## src/ldsr_defines.vh

```
// Constants for the lane drive setting register bank
`ifndef LDSR_DEFINES_VH
`define LDSR_DEFINES_VH
`define LDSR_IDX_LANE0 12'h103
`define LDSR_IDX_LANE1 12'h104
`define LDSR_IDX_LANE2 12'h105
`define LDSR_ADDR_CTRL 12'h500
`define LDSR_ADDR_STAT 12'h504
`define LDSR_SWING_LSB 0
`define LDSR_SWING_MSB 1
`define LDSR_SWMAX_BIT 2
`define LDSR_PREEM_LSB 3
`define LDSR_PREEM_MSB 4
`define LDSR_PEMAX_BIT 5
`define LDSR_LANE_RST 6'h00
`define LDSR_PAT_LSB 0
`define LDSR_PAT_MSB 1
`define LDSR_CNT_LSB 8
`define LDSR_CNT_MSB 12
`define LDSR_PAT_OFF 2'h0
`define LDSR_PAT_TP1 2'h1
`define LDSR_PAT_TP2 2'h2
`define LDSR_CNT_1 5'h01
`define LDSR_CNT_2 5'h02
`define LDSR_CNT_4 5'h04
`endif

```

## src/ldsr_regs.v

```verilog
// Lane drive setting register bank with AHB-Lite slave and per-lane drive outputs
`timescale 1ns/1ps
`include "ldsr_defines.vh"
//
// Summary of operation
// - Bits 1:0 hold swing level zero to three
// - Bits 4:3 hold pre-emphasis level, none to three
// - Bits 7:6 always read as zero
// - Lanes one and two share lane zero layout
// - Lane zero register is writable and readable
// - Pattern 01 uses swing, 10 adds emphasis
// - Lane count selects which lanes are driven
module ldsr_regs #(
  parameter NLANES = 3
) (
  input wire hclk,
  input wire hresetn,
  input wire ce,
  input wire hsel,
  input wire [31:0] haddr,
  input wire [1:0] htrans,
  input wire hwrite,
  input wire [2:0] hsize,
  input wire [31:0] hwdata,
  input wire hready,
  output reg [31:0] hrdata_ff,
  output reg hreadyout_ff,
  output reg hresp_ff,
  output reg [NLANES-1:0] lane_en_ff,
  output reg [2*NLANES-1:0] lane_swing_ff,
  output reg [2*NLANES-1:0] lane_preemph_ff,
  output reg [NLANES-1:0] lane_swmax_ff,
  output reg [NLANES-1:0] lane_pemax_ff
);

// Lane zero sits at four times its register index on the byte-addressed bus
localparam [31:0] LANE0_BYTE = `LDSR_IDX_LANE0 * 4;

////////////////////////////////////////////////////////////////////////////////
// Bus request capture

reg pend_ff;
reg pend_wr_ff;
reg [11:0] pend_addr_ff;
reg [1:0] pattern_ff;
reg [4:0] lane_cnt_ff;
wire take;
wire wr_ctrl;

// Each transfer gets one wait state while ce stays high, so read data can come from a flop
assign take = hsel & htrans[1] & hready & ~pend_ff;
assign wr_ctrl = pend_ff & pend_wr_ff & (pend_addr_ff == `LDSR_ADDR_CTRL);

reg nxt_pend;
reg nxt_pend_wr;
reg [11:0] nxt_pend_addr;
reg nxt_readyout;

// Address and direction hold after the data phase; pend_ff alone qualifies them
always @* begin
  nxt_pend = 1'b0;
  nxt_pend_wr = pend_wr_ff;
  nxt_pend_addr = pend_addr_ff;
  nxt_readyout = 1'b1;
  if (take) begin
    nxt_pend = 1'b1;
    nxt_pend_wr = hwrite;
    nxt_pend_addr = haddr[11:0];
    nxt_readyout = 1'b0;
  end
end

always @(posedge hclk or negedge hresetn) begin
  if (!hresetn) begin
    pend_ff <= 1'b0;
    pend_wr_ff <= 1'b0;
    pend_addr_ff <= 12'h000;
    hreadyout_ff <= 1'b1;
    hresp_ff <= 1'b0;
  end else if (ce) begin
    // Every transfer completes, so the response never leaves OKAY
    hresp_ff <= 1'b0;
    pend_ff <= nxt_pend;
    pend_wr_ff <= nxt_pend_wr;
    pend_addr_ff <= nxt_pend_addr;
    hreadyout_ff <= nxt_readyout;
  end
end

////////////////////////////////////////////////////////////////////////////////
// Lane registers, one per lane

wire [6*NLANES-1:0] lane_rd;
wire train_on;
wire emph_on;

// Reserved pattern code falls through both compares and acts as training off
assign train_on = (pattern_ff == `LDSR_PAT_TP1) || (pattern_ff == `LDSR_PAT_TP2);
assign emph_on = (pattern_ff == `LDSR_PAT_TP2);

genvar g;
generate
  for (g = 0; g < NLANES; g = g + 1) begin : g_lane
    reg [5:0] set_ff;
    reg nxt_en;
    reg [1:0] nxt_swing;
    reg [1:0] nxt_preem;
    reg nxt_swmax;
    reg nxt_pemax;
    wire [31:0] lane_byte_addr;
    wire [11:0] lane_addr;
    wire [1:0] swing;
    wire [1:0] preem;
    wire rd_hit;
    wire wr_lane;
    wire active;

    // Byte address is four times the register index; only 12 bits are decoded
    assign lane_byte_addr = LANE0_BYTE + 4 * g;
    assign lane_addr = lane_byte_addr[11:0];
    assign rd_hit = (pend_addr_ff == lane_addr);
    assign wr_lane = pend_ff & pend_wr_ff & rd_hit;
    assign swing = set_ff[`LDSR_SWING_MSB:`LDSR_SWING_LSB];
    assign preem = set_ff[`LDSR_PREEM_MSB:`LDSR_PREEM_LSB];
    assign lane_rd[6*g +: 6] = rd_hit ? set_ff : 6'h00;

    // Ceiling flags are stored as written; the writer owns their meaning
    always @(posedge hclk or negedge hresetn) begin
      if (!hresetn) begin
        set_ff <= `LDSR_LANE_RST;
      end else if (ce && wr_lane) begin
        set_ff <= hwdata[5:0];
      end
    end

    // Lane count decode: reserved counts leave every lane idle
    assign active = (lane_cnt_ff == `LDSR_CNT_4) ||
                    (lane_cnt_ff == `LDSR_CNT_2 && g < 2) ||
                    (lane_cnt_ff == `LDSR_CNT_1 && g == 0);

    // Idle lanes drive all zeros so the transmitter never sees a stale level
    always @* begin
      nxt_en = 1'b0;
      nxt_swing = 2'h0;
      nxt_preem = 2'h0;
      nxt_swmax = 1'b0;
      nxt_pemax = 1'b0;
      if (active && train_on) begin
        nxt_en = 1'b1;
        nxt_swing = swing;
        nxt_swmax = set_ff[`LDSR_SWMAX_BIT];
        // Emphasis only applies while the second pattern runs
        if (emph_on) begin
          nxt_preem = preem;
          nxt_pemax = set_ff[`LDSR_PEMAX_BIT];
        end
      end
    end

    always @(posedge hclk or negedge hresetn) begin
      if (!hresetn) begin
        lane_en_ff[g] <= 1'b0;
      end else if (ce) begin
        lane_en_ff[g] <= nxt_en;
      end
    end

    always @(posedge hclk or negedge hresetn) begin
      if (!hresetn) begin
        lane_swing_ff[2*g +: 2] <= 2'h0;
      end else if (ce) begin
        lane_swing_ff[2*g +: 2] <= nxt_swing;
      end
    end

    always @(posedge hclk or negedge hresetn) begin
      if (!hresetn) begin
        lane_preemph_ff[2*g +: 2] <= 2'h0;
      end else if (ce) begin
        lane_preemph_ff[2*g +: 2] <= nxt_preem;
      end
    end

    always @(posedge hclk or negedge hresetn) begin
      if (!hresetn) begin
        lane_swmax_ff[g] <= 1'b0;
      end else if (ce) begin
        lane_swmax_ff[g] <= nxt_swmax;
      end
    end

    always @(posedge hclk or negedge hresetn) begin
      if (!hresetn) begin
        lane_pemax_ff[g] <= 1'b0;
      end else if (ce) begin
        lane_pemax_ff[g] <= nxt_pemax;
      end
    end
  end
endgenerate

////////////////////////////////////////////////////////////////////////////////
// Training control register

reg [1:0] nxt_pattern;
reg [4:0] nxt_lane_cnt;

// The reserved pattern code is stored as written so software reads back what it wrote
always @* begin
  nxt_pattern = pattern_ff;
  nxt_lane_cnt = lane_cnt_ff;
  if (wr_ctrl) begin
    nxt_pattern = hwdata[`LDSR_PAT_MSB:`LDSR_PAT_LSB];
    nxt_lane_cnt = hwdata[`LDSR_CNT_MSB:`LDSR_CNT_LSB];
  end
end

always @(posedge hclk or negedge hresetn) begin
  if (!hresetn) begin
    pattern_ff <= `LDSR_PAT_OFF;
    lane_cnt_ff <= 5'h00;
  end else if (ce) begin
    pattern_ff <= nxt_pattern;
    lane_cnt_ff <= nxt_lane_cnt;
  end
end

////////////////////////////////////////////////////////////////////////////////
// Read data

reg [31:0] nxt_rdata;
reg [5:0] lane_rd_any;
integer i;

// At most one lane matches, so an OR of the per-lane words is the mux
always @* begin
  nxt_rdata = 32'h00000000;
  lane_rd_any = 6'h00;
  for (i = 0; i < NLANES; i = i + 1) begin
    lane_rd_any = lane_rd_any | lane_rd[6*i +: 6];
  end
  nxt_rdata = {26'h0000000, lane_rd_any};
  if (pend_addr_ff == `LDSR_ADDR_CTRL) begin
    nxt_rdata = {19'h00000, lane_cnt_ff, 6'h00, pattern_ff};
  end
  if (pend_addr_ff == `LDSR_ADDR_STAT) begin
    nxt_rdata = {{(32-NLANES){1'b0}}, lane_en_ff};
  end
end

always @(posedge hclk or negedge hresetn) begin
  if (!hresetn) begin
    hrdata_ff <= 32'h00000000;
  end else if (ce && pend_ff && !pend_wr_ff) begin
    hrdata_ff <= nxt_rdata;
  end
end

endmodule

```

## config.mk

```make
export PLATFORM = sky130hd
export DESIGN_NAME = ldsr_regs
export DESIGN_NICKNAME = d
export VERILOG_FILES = /design/src/ldsr_regs.v
export VERILOG_INCLUDE_DIRS = /design/src /design/src/src
export SDC_FILE = /design/constraint.sdc
export NUM_CORES = 1
export LEC_CHECK = 0
export BUFFER_PORTS_ARGS = -buffer_cell sky130_fd_sc_hd__buf_2
export CORE_UTILIZATION = 41
export DETAILED_ROUTE_END_ITERATION = 16
export PLACE_DENSITY_LB_ADDON = 0.08
export SYNTH_ARGS = -nofsm -noshare
export SYNTH_HDL_FRONTEND = slang
export SYNTH_SLANG_ARGS = --single-unit
```

## constraint.sdc

```tcl
create_clock -name hclk -period 6.45 [get_ports hclk]
set_clock_uncertainty 0.1 [all_clocks]
set_input_delay 1.29 -clock hclk [delete_from_list [all_inputs] [get_ports hclk]]
set_output_delay 1.29 -clock hclk [all_outputs]
set_load 0.02 [all_outputs]
```

Word-level counts from Yosys, hierarchy flattened:

Index checks and enable logic that the tools add are counted.

* register bits: 93
* input port bits: 75
* word-level logic and storage cells: 88

* equality and inequality tests: 10
* multiplexer cells: 28
* bitwise operators: 11
* reduce and logical (&&, ||, !) cells: 14

Operators with widths (number)
* equality test 12 x 11 -> 1 bit, second input constant: 5
* 2-to-1 mux 32 bit: 1
* 2-to-1 mux 2 bit: 9
* 2-to-1 mux 6 bit: 3
* 2-to-1 mux 1 bit: 14
* 2-to-1 mux 13 bit: 1
* OR 6 bit: 2
* bitwise AND 1 bit: 8
* logical AND 1 bit: 8
* equality test 5 x 1 -> 1 bit, second input constant: 1
* equality test 5 x 2 -> 1 bit, second input constant: 1
* equality test 5 x 3 -> 1 bit, second input constant: 1
* AND reduction 2 bit: 2
* logical OR 1 bit: 3
* equality test 2 x 1 -> 1 bit, second input constant: 1
* equality test 2 bit, second input constant: 1
* zero test 1 bit: 1
* inverter 1 bit: 1

Depth between registers and ports, before layout:

* depth in word-level cells: 6
* mapped depth: 6
* mapped depth without buffers: 6

Worst setup path before layout:

Ideal clock, no wire load.

* path type: input -> register
* start point: input hready
* end point: register pend_addr_ff[10]
* arrival time: 2.401 ns
* slack: 3.824 ns
* stages on the path: 4
* buffers on the path: 1
* path through: nand4_1 -> nor2_1 -> clkbuf_1 -> mux2_2

* longest elaborated chain between the ends: 3

Ends and longest elaborated chain
* from (decl): RTL line ldsr_regs.v:25 `input wire hready,`
* bitwise AND 1 bit (2 in a row): RTL line ldsr_regs.v:51 `assign take = hsel & htrans[1] & hready & ~pend_ff;`
* AND reduction 2 bit (no line)
* to (signal assigned): RTL line ldsr_regs.v:85 `pend_addr_ff <= nxt_pend_addr;`
* to (decl): RTL line ldsr_regs.v:44 `reg [11:0] pend_addr_ff;`

Every way passes these cells.
A chain may end at the register's enable or synchronous reset.

==> flow_summary.ini <==
[clock_network]
htreeDepth = 3
cts.sinks = 72
root_buffer = clkbuf_8
cts_resized = 0
post_cts_buffers = 0
cts_tree = yes
clk_pin_slew_worst_paths_ps = 80
cts_hold_buf = 0
clock_latency_ps = 350
numCtsBuffers = 9
clockBufferDepth = 2

[setup_path]
required_ps = 6630
critPathMaxFanout = 7
cp-start-kind = input pin
critPathKind = in -> reg
end_kind = flip-flop
critical_path_arrival_ps = 2930

[detailed_routing]
routed_wl_um = 7040
m1WireLength_um = 3480
drt_iter0_drc = 87
dr.pass1.iters = 4
viasPerCell = 5.24
route.detailed.drc = 0
wl_met2_um = 3110
met3_length_um = 307
dr.max_layer_used = met4
vias = 2207
drtAntennaViolNets = 0
wl_per_cell_um = 16.7

[synthesis]
syn_inst = 254
seq_area_frac_synth = 0.547
yosysTopAreaCellShare = 0.539
synthFlopType = dfrtp_1
synth_common_cells = dfrtp_1 (71), mux2_2 (38), buf_4 (22)
syn_area_um2 = 3300
yosysWarnings = 0
avgSynthCellArea_um2 = 13.0
async_flop_share = 1.00
yosys-top-cells-area = dfrtp_1 (54%), mux2_2 (13%), buf_4 (5.0%), a22o_1 (3.7%), a32o_1 (2.7%)
ys_ff_latch = 72
synth_cell_types = 49
synth_edf_count = 0
yosysTopAreaCell = dfrtp_1
yosysMostFrequentCell = dfrtp_1

[power_and_ir_drop]
cellPowerDensity_nw_per_um2 = 251
intPower_mw = 0.670
seqPwrFrac = 0.534
switching_power_mw = 0.271
pwr-share-comb = 0.130
vdd_drop_max_uv = 127
p_leak_nw = 1.89
switching_share = 0.288
clkPwrFrac = 0.336

[placed_design]
dp_hpwl_um = 4830
portBuffers = 62
place_congestion = 0.757
placed_area_um2 = 3580

[sta]
final.min_clock_period_ps = 2750
slew_violations = 0
relSlewSlack = 0.224
rsz0062_at_grt = false
setup-violations-final = 0
fin_setup_tns_ps = 0
post-route-period-util = 0.426
hold_viol = 0
worstMarginPinSlew_ps = 1160
fmax_ghz = 0.364

[layout]
n_antenna_cell = 0
nFillCells = 742
area_growth_pct = 13.8
final_area_um2 = 3750
multi_input_area_um2 = 1310
drive_above_1_share = 0.398
nets = 390
regArea_um2 = 1800

[floorplan]
die_h_um = 91.7
ios = 130
dieArea_um2 = 8410
floorplan.core_area_um2 = 7770
initial_core_util = 0.425
fp-row-count = 32
die_w_um = 91.7

[global_route]
antenna_found_initial = 0
grt_max_degree = 73
grt_remaining_overflow = 0
grt_pass1_wl_um = 11600
grt_pass1_vias = 2164
grt.total_usage = 0.184

[hold_path]
hold_path_class = reg -> reg

[outcome]
outcome = complete, no violations

[flow_run]
max_cap_violations = 0
[state kept, by name (all words and copies together), names as in the netlist, 2 cells and up]
name and count:
lane_swing_ff 6, lane_en_ff 3, lane_swmax_ff 3, g_lane.set_ff 18
lane_pemax_ff 3, lane_preemph_ff 6, lane_cnt_ff 5, pattern_ff 2
pend_addr_ff 12, hrdata_ff 11
[per-layer routing]
layer,up-vias,GRT usage
li1,1035,-
met2,67,0.263
met1,1092,0.267
met5,-,0
met3,13,0.0398
met4,0,0.0794
[cell families after synthesis]
kind of cell	Yosys count	share of synthesized area
AOI/OAI and AO/OA	52	0.135
muxes	40	0.136
xor gates and xnor gates	2	0.00531
and+or+nand+nor	45	0.0926
adders and majority gates	1	0.00379
buffers and inverters	41	0.0797
DFF	72	0.547
other	1	0.00114
[placed cells by master (no fill, tap or decap), drive strengths merged, types with 5 or more instances in the layout]
master	synthesis	final
nand2	7	7
a21oi	5	5
dfrtp	71	71
mux2	38	38
inv	6	6
conb	1	22
a22o	14	14
a32o	9	9
clkbuf	5	10
buf	30	63
nor2	14	14
nor4	7	7
[final cells by class]
| cell class | count | area share |
|---|---|---|
| Clock inverter | 6 | 0.00933 |
| Multi-Input combinational cell | 162 | 0.349 |
| Sequential cell | 72 | 0.480 |
| Tap cell | 102 | 0.0340 |
| Timing Repair Buffer | 63 | 0.0846 |
| Inverter | 6 | 0.00600 |
| Clock buffer | 10 | 0.0367 |
[stage by stage]
stage / util / cells / hold WS, ps / worst slack [ps] / power (mW)
after detailed placement: 0.461 / 405 / 375 / 3340 / 0.635
after global routing: 0.483 / 421 / 412 / 3490 / 0.991
after CTS: 0.483 / 421 / 391 / 3690 / 0.952
after floorplan: - / 275 / 382 / 3820 / 0.608
final: 0.483 / 421 / 389 / 3700 / 0.941
after global placement: 0.461 / 405 / 372 / 3340 / 0.633
[critical path, stage by stage]
cell	delay [ps]
buf_2	160
nor4b_1	410
nand2b_1	160
nor3b_2	650
a32o_1	260
[power by group through the flow]
| stage | Clock, mW | Sequential (mW) | Combinational (mW) |
|---|---|---|---|
| final | 0.316 | 0.502 | 0.122 |
| after global routing | 0.348 | 0.507 | 0.136 |
| after CTS | 0.325 | 0.502 | 0.124 |
| after detailed placement | 0 | 0.511 | 0.124 |
| after global placement | 0 | 0.510 | 0.123 |
| after floorplan | 0 | 0.511 | 0.0967 |
[worst paths after layout]
| check | slack [ps] | from | endpoint | cells past startpoint |
|---|---|---|---|---|
| worst max-delay path | 3700 | ce | lane_preemph_ff[5] | 5 |
| worst min-delay path | 390 | hrdata_ff[4] | hrdata_ff[4] | 2 |
| worst max register to register | 3970 | pend_addr_ff[11] | g_lane[1].set_ff[2] | 3 |
| worst min register to register | 390 | hrdata_ff[4] | hrdata_ff[4] | 2 |
| max in group asynchronous | 4600 | hresetn | g_lane[1].set_ff[2] | 2 |
| min in group asynchronous | 1050 | hresetn | hrdata_ff[8] | 2 |
(Power assumes the default switching activity.)
